### config.mk
export PLATFORM = sky130hd
export DESIGN_NAME = chip_select_unit
export DESIGN_NICKNAME = d
export VERILOG_FILES = /design/src/hdl/chip_select_pkg.sv /design/src/hdl/chip_select_unit.sv
export SDC_FILE = /design/constraint.sdc
export NUM_CORES = 2
export LEC_CHECK = 0
export ABC_CLOCK_PERIOD_IN_PS = 33100
export BUFFER_PORTS_ARGS = -buffer_cell sky130_fd_sc_hd__buf_4
export CAP_MARGIN = 10
export CORE_MARGIN = 4
export CORE_UTILIZATION = 25
export CTS_CLUSTER_SIZE = 16
export DETAILED_ROUTE_END_ITERATION = 6
export HOLD_SLACK_MARGIN = 0.08
export SYNTH_ARGS = -nofsm -noshare
export SYNTH_HDL_FRONTEND = slang
export SYNTH_SLANG_ARGS = --single-unit
### constraint.sdc
create_clock -name ref_clk_i -period 33.1 [get_ports ref_clk_i]
set_clock_uncertainty 0.2 [all_clocks]
set_input_delay 6.62 -clock ref_clk_i [delete_from_list [all_inputs] [get_ports ref_clk_i]]
set_output_delay 6.62 -clock ref_clk_i [all_outputs]
set_load 0.05 [all_outputs]
### src/hdl/chip_select_pkg.sv
package chip_select_pkg;
  localparam int          ADDR_W          = 20;
  localparam int          NUM_MID         = 4;
  localparam int          NUM_PERIPH      = 7;
  localparam int          NUM_PERIPH_LOW  = 5;
  localparam logic [19:0] UPPER_RST_START = 20'hffc00;
  localparam logic [19:0] UPPER_RST_END   = 20'hfffff;
  localparam logic [7:0]  NUMERICS_VECTOR = 8'h10;
  // register map for the programming port
  localparam logic [3:0]  REG_UPPER_START = 4'h0;
  localparam logic [3:0]  REG_UPPER_END   = 4'h1;
  localparam logic [3:0]  REG_LOWER_START = 4'h2;
  localparam logic [3:0]  REG_LOWER_END   = 4'h3;
  localparam logic [3:0]  REG_MID_START   = 4'h4;
  localparam logic [3:0]  REG_MID_END     = 4'h5;
  localparam logic [3:0]  REG_PER_START   = 4'h6;
  localparam logic [3:0]  REG_PER_END     = 4'h7;
  localparam logic [3:0]  REG_CONTROL     = 4'h8;
  localparam logic [3:0]  REG_STATUS      = 4'h9;
  localparam logic [3:0]  REG_MASK        = 4'ha;
  // control register bits
  localparam int          CTL_UPPER_EN    = 0;
  localparam int          CTL_LOWER_EN    = 1;
  localparam int          CTL_MID_EN      = 2;
  localparam int          CTL_PER_EN      = 3;
  localparam int          CTL_NUMERICS    = 4;
  localparam int          CTL_ADDR_OUT    = 5;
  localparam int          CTL_UPPER_IO    = 6;
  localparam int          CTL_PER_IO      = 7;
  localparam int          CTL_W           = 8;
  localparam logic [7:0]  CTL_RESET       = 8'h01;
  // status bits: numerics error, transfer request seen
  localparam int          STS_ERROR       = 0;
  localparam int          STS_REQUEST     = 1;
  localparam int          STS_W           = 2;
endpackage : chip_select_pkg

### src/hdl/chip_select_unit.sv
`timescale 1ns/1ps
// Functional notes
// mid-range selects follow memory cycles in range
// mid-range pins decode only when enabled
// numerics mode turns three mid pins handshake
// request input marks pending coprocessor transfer
// error sampled at numerics start raises type 16
// coprocessor select on numerics accesses
// five low peripheral selects on mem/io range
// sixth/seventh peripheral selects on range
// optionally drive latched address bits 2:1
// upper select reset range; lower inactive
// upper mem and io; lower memory only
// selects active low, high in hold/reset/powerdown
// decode each bus cycle, hold through cycle
module chip_select_unit
  import chip_select_pkg::*;
#(
  parameter int ADDR_WIDTH = ADDR_W
) (
  // clock and reset
  input  wire logic                  ref_clk_i,
  input  wire logic                  rst_i,
  // bus cycle from the core
  input  wire logic                  cycle_start_i,
  input  wire logic                  cycle_end_i,
  input  wire logic [ADDR_WIDTH-1:0] cycle_addr_i,
  input  wire logic                  cycle_io_i,
  input  wire logic                  cycle_numerics_i,
  input  wire logic                  numerics_op_start_i,
  input  wire logic                  bus_granted_i,
  input  wire logic                  powerdown_i,
  // register port
  input  wire logic [3:0]            reg_addr_i,
  input  wire logic [19:0]           reg_wdata_i,
  input  wire logic                  reg_write_i,
  input  wire logic                  reg_read_i,
  output logic      [19:0]           reg_rdata_o,
  // coprocessor pins
  input  wire logic                  coproc_transfer_request_i,
  input  wire logic                  coproc_error_i,
  output logic                       coproc_select_n_o,
  output logic                       coproc_request_o,
  output logic                       numerics_trap_o,
  output logic      [7:0]            numerics_vector_o,
  // select pins
  output logic                       upper_region_select_n_o,
  output logic                       lower_region_select_n_o,
  output logic      [NUM_MID-1:0]    mid_range_select_n_o,
  output logic      [NUM_MID-1:0]    mid_range_select_oe_o,
  output logic      [NUM_PERIPH-1:0] peripheral_select_n_o,
  // interrupt
  output logic                       irq_o
);

  function automatic logic in_range(input logic [ADDR_WIDTH-1:0] a,
                                    input logic [19:0] lo,
                                    input logic [19:0] hi);
    in_range = (20'(a) >= lo) && (20'(a) <= hi);
  endfunction : in_range

  // block idx of a range split into equal spans; shared by both select banks
  function automatic logic in_block(input logic [ADDR_WIDTH-1:0] a,
                                    input logic [19:0]           base,
                                    input logic [19:0]           span,
                                    input int                    idx);
    in_block = in_range(a, 20'(base + 20'(idx) * span),
                        20'(base + 20'(idx + 1) * span - 20'h00001));
  endfunction : in_block

  logic [19:0]       upper_start, upper_end, lower_start, lower_end;
  logic [19:0]       mid_start, mid_end, per_start, per_end;
  logic [CTL_W-1:0]  control;
  logic [STS_W-1:0]  status, mask;
  logic [19:0]       next_upper_start, next_upper_end, next_lower_start, next_lower_end;
  logic [19:0]       next_mid_start, next_mid_end, next_per_start, next_per_end;
  logic [CTL_W-1:0]  next_control;
  logic [STS_W-1:0]  next_status, next_mask;
  logic [19:0]       next_rdata;

  // pin synchronisers
  logic [1:0] req_sync, err_sync;
  logic       req_prev;

  // register file
  always_comb begin
    next_upper_start = upper_start;
    next_upper_end   = upper_end;
    next_lower_start = lower_start;
    next_lower_end   = lower_end;
    next_mid_start   = mid_start;
    next_mid_end     = mid_end;
    next_per_start   = per_start;
    next_per_end     = per_end;
    next_control     = control;
    next_mask        = mask;
    next_status      = status;
    if (reg_write_i) begin
      unique case (reg_addr_i)
        REG_UPPER_START: next_upper_start = reg_wdata_i;
        REG_UPPER_END:   next_upper_end   = reg_wdata_i;
        REG_LOWER_START: next_lower_start = reg_wdata_i;
        REG_LOWER_END:   next_lower_end   = reg_wdata_i;
        REG_MID_START:   next_mid_start   = reg_wdata_i;
        REG_MID_END:     next_mid_end     = reg_wdata_i;
        REG_PER_START:   next_per_start   = reg_wdata_i;
        REG_PER_END:     next_per_end     = reg_wdata_i;
        REG_CONTROL:     next_control     = reg_wdata_i[CTL_W-1:0];
        REG_STATUS:      next_status      = status & ~reg_wdata_i[STS_W-1:0];
        REG_MASK:        next_mask        = reg_wdata_i[STS_W-1:0];
        default: ;
      endcase
    end
    // set beats a same-cycle clear
    if (control[CTL_NUMERICS] && numerics_op_start_i && err_sync[1]) begin
      next_status[STS_ERROR] = 1'b1;
    end
    if (control[CTL_NUMERICS] && req_sync[1] && !req_prev) begin
      next_status[STS_REQUEST] = 1'b1;
    end
    next_rdata = '0;
    if (reg_read_i) begin
      unique case (reg_addr_i)
        REG_UPPER_START: next_rdata = upper_start;
        REG_UPPER_END:   next_rdata = upper_end;
        REG_LOWER_START: next_rdata = lower_start;
        REG_LOWER_END:   next_rdata = lower_end;
        REG_MID_START:   next_rdata = mid_start;
        REG_MID_END:     next_rdata = mid_end;
        REG_PER_START:   next_rdata = per_start;
        REG_PER_END:     next_rdata = per_end;
        REG_CONTROL:     next_rdata = 20'(control);
        REG_STATUS:      next_rdata = 20'(status);
        REG_MASK:        next_rdata = 20'(mask);
        default:         next_rdata = '0;
      endcase
    end
  end

  always_ff @(posedge ref_clk_i or posedge rst_i) begin
    if (rst_i) begin
      upper_start <= UPPER_RST_START;
      upper_end   <= UPPER_RST_END;
      lower_start <= '0;
      lower_end   <= '0;
      mid_start   <= '0;
      mid_end     <= '0;
      per_start   <= '0;
      per_end     <= '0;
      control     <= CTL_RESET;
      status      <= '0;
      mask        <= '0;
      reg_rdata_o <= '0;
      req_sync    <= '0;
      err_sync    <= '0;
      req_prev    <= 1'b0;
    end else begin
      upper_start <= next_upper_start;
      upper_end   <= next_upper_end;
      lower_start <= next_lower_start;
      lower_end   <= next_lower_end;
      mid_start   <= next_mid_start;
      mid_end     <= next_mid_end;
      per_start   <= next_per_start;
      per_end     <= next_per_end;
      control     <= next_control;
      status      <= next_status;
      mask        <= next_mask;
      reg_rdata_o <= next_rdata;
      req_sync    <= {req_sync[0], coproc_transfer_request_i};
      err_sync    <= {err_sync[0], coproc_error_i};
      req_prev    <= req_sync[1];
    end
  end

  // decode: latched at cycle start, held until cycle end
  logic                  active, next_active;
  logic                  upper_hit, lower_hit, coproc_hit, next_upper_hit, next_lower_hit, next_coproc_hit;
  logic [NUM_MID-1:0]    mid_hit, next_mid_hit;
  logic [NUM_PERIPH-1:0] per_hit, next_per_hit;
  logic [1:0]            addr_latch, next_addr_latch;
  logic                  mem_cyc, next_trap;
  logic [19:0]           mid_span, per_span;

  assign mem_cyc  = !cycle_io_i;
  // a range that is not a multiple of the bank size leaves its tail unselected
  assign mid_span = 20'((mid_end - mid_start + 20'h00001) / 20'(NUM_MID));
  assign per_span = 20'((per_end - per_start + 20'h00001) / 20'(NUM_PERIPH));

  always_comb begin
    next_active     = active;
    next_upper_hit  = upper_hit;
    next_lower_hit  = lower_hit;
    next_coproc_hit = coproc_hit;
    next_mid_hit    = mid_hit;
    next_per_hit    = per_hit;
    next_addr_latch = addr_latch;
    next_trap       = 1'b0;
    if (cycle_end_i) begin
      next_active     = 1'b0;
      next_upper_hit  = 1'b0;
      next_lower_hit  = 1'b0;
      next_coproc_hit = 1'b0;
      next_mid_hit    = '0;
      next_per_hit    = '0;
    end
    if (cycle_start_i) begin
      next_active     = 1'b1;
      next_addr_latch = cycle_addr_i[2:1];
      next_upper_hit  = control[CTL_UPPER_EN] && (mem_cyc || control[CTL_UPPER_IO]) &&
                        in_range(cycle_addr_i, upper_start, upper_end);
      next_lower_hit  = control[CTL_LOWER_EN] && mem_cyc &&
                        in_range(cycle_addr_i, lower_start, lower_end);
      next_coproc_hit = control[CTL_NUMERICS] && cycle_numerics_i;
      for (int i = 0; i < NUM_MID; i++) begin
        next_mid_hit[i] = control[CTL_MID_EN] && mem_cyc && !cycle_numerics_i &&
                          in_block(cycle_addr_i, mid_start, mid_span, i);
      end
      for (int i = 0; i < NUM_PERIPH; i++) begin
        next_per_hit[i] = control[CTL_PER_EN] && (cycle_io_i == control[CTL_PER_IO]) &&
                          in_block(cycle_addr_i, per_start, per_span, i);
      end
    end
    if (control[CTL_NUMERICS] && numerics_op_start_i && err_sync[1]) begin
      next_trap = 1'b1;
    end
  end

  always_ff @(posedge ref_clk_i or posedge rst_i) begin
    if (rst_i) begin
      active          <= 1'b0;
      upper_hit       <= 1'b0;
      lower_hit       <= 1'b0;
      coproc_hit      <= 1'b0;
      mid_hit         <= '0;
      per_hit         <= '0;
      addr_latch      <= '0;
      numerics_trap_o <= 1'b0;
    end else begin
      active          <= next_active;
      upper_hit       <= next_upper_hit;
      lower_hit       <= next_lower_hit;
      coproc_hit      <= next_coproc_hit;
      mid_hit         <= next_mid_hit;
      per_hit         <= next_per_hit;
      addr_latch      <= next_addr_latch;
      numerics_trap_o <= next_trap;
    end
  end

  // outputs; floated or idle bus forces every select high
  // kept combinational so a grant or powerdown releases the selects at once
  logic quiet;
  assign quiet = bus_granted_i || powerdown_i || !active;

  assign upper_region_select_n_o = !(upper_hit && !quiet);
  assign lower_region_select_n_o = !(lower_hit && !quiet);
  assign numerics_vector_o       = NUMERICS_VECTOR;
  assign coproc_request_o        = control[CTL_NUMERICS] && req_sync[1];

  // pins 0 and 1 become inputs, pin 2 keeps its select, pin 3 the coprocessor select
  always_comb begin
    mid_range_select_oe_o = {NUM_MID{control[CTL_MID_EN]}};
    mid_range_select_n_o  = ~(mid_hit & {NUM_MID{!quiet}});
    if (control[CTL_NUMERICS]) begin
      mid_range_select_oe_o[1:0] = 2'h0;
      mid_range_select_oe_o[3]   = 1'b1;
      mid_range_select_n_o[1:0]  = 2'h3;
      mid_range_select_n_o[3]    = !(coproc_hit && !quiet);
    end
  end
  assign coproc_select_n_o = !(control[CTL_NUMERICS] && coproc_hit && !quiet);

  always_comb begin
    peripheral_select_n_o = ~(per_hit & {NUM_PERIPH{!quiet}});
    if (control[CTL_ADDR_OUT]) begin
      peripheral_select_n_o[NUM_PERIPH-1:NUM_PERIPH_LOW] = {addr_latch[1], addr_latch[0]};
    end
  end

  assign irq_o = |(status & mask);

  a_lower_mem_only: assert property (@(posedge ref_clk_i) disable iff (rst_i)
    cycle_start_i && cycle_io_i |=> !lower_hit)
    else $error("lower select hit on io cycle");
  a_select_quiet: assert property (@(posedge ref_clk_i) disable iff (rst_i)
    bus_granted_i || powerdown_i |-> upper_region_select_n_o && lower_region_select_n_o &&
      coproc_select_n_o && &mid_range_select_n_o && &peripheral_select_n_o[NUM_PERIPH_LOW-1:0] &&
      (control[CTL_ADDR_OUT] || &peripheral_select_n_o[NUM_PERIPH-1:NUM_PERIPH_LOW]))
    else $error("select active while bus granted or powered down");
  a_trap_pulse: assert property (@(posedge ref_clk_i) disable iff (rst_i)
    control[CTL_NUMERICS] && numerics_op_start_i && err_sync[1] |=> numerics_trap_o && status[STS_ERROR])
    else $error("numerics error not trapped");
  a_numerics_pins: assert property (@(posedge ref_clk_i) disable iff (rst_i)
    control[CTL_NUMERICS] |-> mid_range_select_oe_o[1:0] == 2'h0 && mid_range_select_oe_o[3])
    else $error("mid pins not handshake in numerics mode");
  a_addr_out: assert property (@(posedge ref_clk_i) disable iff (rst_i)
    control[CTL_ADDR_OUT] && cycle_start_i ##1 control[CTL_ADDR_OUT]
      |-> peripheral_select_n_o[NUM_PERIPH-1:NUM_PERIPH_LOW] == $past(cycle_addr_i[2:1]))
    else $error("latched address bits wrong");
  a_hold_cycle: assert property (@(posedge ref_clk_i) disable iff (rst_i)
    active && !cycle_end_i && !cycle_start_i |=> $stable(per_hit) && $stable(upper_hit))
    else $error("select changed mid cycle");
  a_mid_disabled: assert property (@(posedge ref_clk_i) disable iff (rst_i)
    cycle_start_i && !control[CTL_MID_EN] |=> mid_hit == '0)
    else $error("mid select decoded while disabled");
  a_coproc_sel: assert property (@(posedge ref_clk_i) disable iff (rst_i)
    cycle_start_i && cycle_numerics_i && control[CTL_NUMERICS] && !cycle_end_i
      ##1 !bus_granted_i && !powerdown_i |-> !coproc_select_n_o)
    else $error("coprocessor select missing");
  a_upper_io: assert property (@(posedge ref_clk_i) disable iff (rst_i)
    cycle_start_i && cycle_io_i && !control[CTL_UPPER_IO] |=> !upper_hit)
    else $error("upper select hit on io cycle while io disabled");
  a_request_seen: assert property (@(posedge ref_clk_i) disable iff (rst_i)
    control[CTL_NUMERICS] && req_sync[1] && !req_prev |=> status[STS_REQUEST])
    else $error("coprocessor request not recorded");
  a_per_io_mode: assert property (@(posedge ref_clk_i) disable iff (rst_i)
    cycle_start_i && (cycle_io_i != control[CTL_PER_IO]) |=> per_hit == '0)
    else $error("peripheral select on wrong cycle kind");
  a_per_disabled: assert property (@(posedge ref_clk_i) disable iff (rst_i)
    cycle_start_i && !control[CTL_PER_EN] |=> per_hit == '0)
    else $error("peripheral select decoded while disabled");
  a_end_release: assert property (@(posedge ref_clk_i) disable iff (rst_i)
    cycle_end_i && !cycle_start_i |=> upper_region_select_n_o && lower_region_select_n_o &&
      coproc_select_n_o && &peripheral_select_n_o[NUM_PERIPH_LOW-1:0])
    else $error("select still active after cycle end");
  a_error_sticky: assert property (@(posedge ref_clk_i) disable iff (rst_i)
    status[STS_ERROR] && !(reg_write_i && reg_addr_i == REG_STATUS && reg_wdata_i[STS_ERROR])
      |=> status[STS_ERROR])
    else $error("numerics error status lost");
  a_trap_cause: assert property (@(posedge ref_clk_i) disable iff (rst_i)
    numerics_trap_o |-> $past(numerics_op_start_i) && $past(err_sync[1]))
    else $error("numerics trap without error at op start");
  a_coproc_idle: assert property (@(posedge ref_clk_i) disable iff (rst_i)
    !control[CTL_NUMERICS] |-> coproc_select_n_o && !coproc_request_o)
    else $error("coprocessor pins active outside numerics mode");
  a_lower_idle: assert property (@(posedge ref_clk_i) disable iff (rst_i)
    cycle_start_i && !control[CTL_LOWER_EN] |=> lower_region_select_n_o)
    else $error("lower select active while not programmed");
  a_mid2_disabled: assert property (@(posedge ref_clk_i) disable iff (rst_i)
    control[CTL_NUMERICS] && !control[CTL_MID_EN] |-> !mid_range_select_oe_o[2])
    else $error("mid pin 2 driven while block disabled");

endmodule : chip_select_unit

==> qor.yml <==
clock_network:
  clock_sink_count: 215
  cts-resized-gates: 0
  postCtsSetupBuffers: 0
  clock_tree.htree_level_count: 1
  cts_tree: "yes"
  cts_hold_repair.buffers: 0
  clock_path_buffers: 3
  cts_made_buffers: 27
  insertion_delay_ns: 0.58
  path_clk_slew_ns: 0.07
  root_buffer: "clkbuf_16"
sta:
  final.setup.tns_ns: 0
  worst_slew_pin_slew_ns: 1.20
  setup_failing_eps_final: 0
  clock.fmax_mhz: 58.3
  post-route-period-util_pct: 51.8
  unrepaired_setup_endpoints_after_global_routing: "no"
  final-hold-violation-count: 0
  period_needed_ns: 17.16
  max_slew_margin_pct: 19.9
  timing.final.max_slew_violations: 0
logic_synthesis:
  avgSynthCellArea_sq_um: 8.71
  synthDistinctLibCells: 111
  predominant_post_synthesis_flop_cell: "dfrtp_1"
  synth_enable_flop_cells: 0
  synth_area_sq_mm: 0.0382
  synthTopCellsByCount: "ha_1, inv_1, a21oi_1"
  synth_seq_area_share_pct: 14.2
  yosysTopAreaCell: "ha_1"
  async_flop_share_pct: 100
  ys_ff_latch: 215
  post_synth_inst_count: 4383
  ys_top_cells_by_area: "ha_1, dfrtp_1, xnor2_1"
  yosys.area.top_type_share_pct: 27.7
  yosysWarnings: 0
  yosysMostFrequentCell: "ha_1"
hold_path:
  min_delay_path_depth: 0
  hold_class: "reg -> reg"
floorplanning:
  dieArea_sq_mm: 0.159
  chipWidth_microns: 399
  die-height_microns: 399
  pin_count: 106
  core-area_sq_mm: 0.152
  floorplan.initialDensity_pct: 25.1
  num_rows: 143
route:
  drt_pass1_iterations: 5
  routed-via-count: 32400
  vias_per_cell: 4.96
  drcViolationCount: 0
  route.antenna.remaining_nets: 0
  drtIter0Drc: 2339
  drt_wl_total_mm: 124
  route.detailed.wl_per_inst_microns: 19.0
worst_setup_path:
  worst_r2r_end: "per_hit[5]"
  crit_top_cell: "a21oi_1"
  critPathLaunch: "per_start[7]"
  reg_to_reg_slack_setup_ns: 15.94
  critical_path.reg2reg.startpoint: "per_start[7]"
  critical_path_required_ns: 33.35
  critical_path.n_buffers_inverters: 5
  critical_path_cell_count: 63
  critical-path-top-delay-family: "compound AO/OA/AOI/OAI gates"
  critPathCaptureType: "register"
  worstPathMaxFanout: 17
  arrival_ns: 17.41
  critPathKind: "reg -> reg"
  worst-r2r-cell-count: 63
  crit_path_slowest_cell: "dfrtp_1"
  worst_path_largest_cell_delay_ns: 0.77
  start_kind: "register"
  worst_setup_path_endpoint: "per_hit[5]"
global_route:
  grt.overflow.total: 0
  met3_usage_pct: 1.67
  busiest_layer_in_global_routing: "met2"
  grt_start_max_net_pins: 78
  global_route_wire_length_before_repair_mm: 191
  met1_layer_usage_reported_by_global_route_pct: 22.1
  number_of_antenna_violations_at_the_first_check_in_global_routing: 4
  grt_pass1_vias: 31500
  grt_util_all_layers_pct: 15.3
  met2_usage_pct: 24.5
placed_design:
  routabilityCongestion: 0.896
  number_of_port_buffers: 97
  dp_hpwl_mm: 99.1
finish:
  layout.nets: 5479
  postLayoutCoreUtil_pct: 27.9
  final_layout_size_suffix_gt1_share_pct: 10.1
  area_delta_synth_final_pct: 11.0
run_status:
  outcome: "finished clean"
job:
  maxCapViolations: 0
==> flip-flops by register name, summed over array words and instances, names as in the netlist, 2 cells and up <==
register / count
upper_start: 20
status: 2
per_end: 20
mid_start: 20
req_sync: 2
per_hit: 7
mask: 2
per_start: 20
control: 8
err_sync: 2
reg_rdata_o: 20
addr_latch: 2
mid_hit: 4
lower_end: 20
lower_start: 20
upper_end: 20
mid_end: 20
==> kinds of logic after synthesis <==
kind of cell	Yosys count	share of synthesized area [%]
compound gates	1179	20.3
xor+xnor	403	9.28
fa+ha+maj	946	32.9
buf+inv	643	6.55
flops	215	14.2
mux	184	5.40
other cells	2	0.0197
simple gates	811	11.4
==> layer usage <==
metal  routed length, microns  up-vias
li1                         -    15800
met3                     6160      143
met4                     3070        2
met5                       13        -
met1                    60300    15600
met2                    54600      814
==> worst min-delay path by stage <==
stage / startpoint / end / slack (ns)
floorplan: err_sync[0] / err_sync[1] / 0.13
global placement: err_sync[0] / err_sync[1] / 0.13
detailed placement: err_sync[0] / err_sync[1] / 0.14
CTS: err_sync[0] / err_sync[1] / 0.15
global route: err_sync[0] / err_sync[1] / 0.15
finish: err_sync[0] / err_sync[1] / 0.14
==> per-stage QoR <==
stage | worst slack [ns] | cells | cell area, sq um | hold slack (ns)
6_report | 15.94 | 6530 | 42400 | 0.144
5_1_grt | 14.42 | 6528 | 42400 | 0.152
4_1_cts | 16.11 | 6528 | 42400 | 0.147
3_5_place_dp | 16.18 | 6480 | 41500 | 0.136
3_3_place_gp | 16.49 | 6480 | 41500 | 0.133
2_1_floorplan | 18.61 | 4389 | 38200 | 0.131
==> cell type report <==
type                       count  area, sq um
fill                       16100       110000
multi-input combinational   3531        30400
sequential                   215         5420
tap                         2030         2540
inverter                     561         2110
timing repair buffer         143         1070
clock buffer                  35          726
clock inverter                13          160
antenna                        2         5.00
==> placed cells by master, fill, tap and decap left out, drive strengths merged, types with 40 or more instances in the layout <==
master  instances
a21o          146
a21oi         391
a22oi          48
and3           47
buf           143
dfrtp         184
fa             97
ha            846
inv           563
mux2          176
nand2         161
nand2b        105
nand3          59
nand4          82
nor2          120
nor2b         102
nor3           51
o21a           40
o21ai         191
o21bai        156
xnor2         291
xor2          111
Power is not shown: default switching activity piles up to over one toggle a cycle in this logic, so the estimate is an artifact.
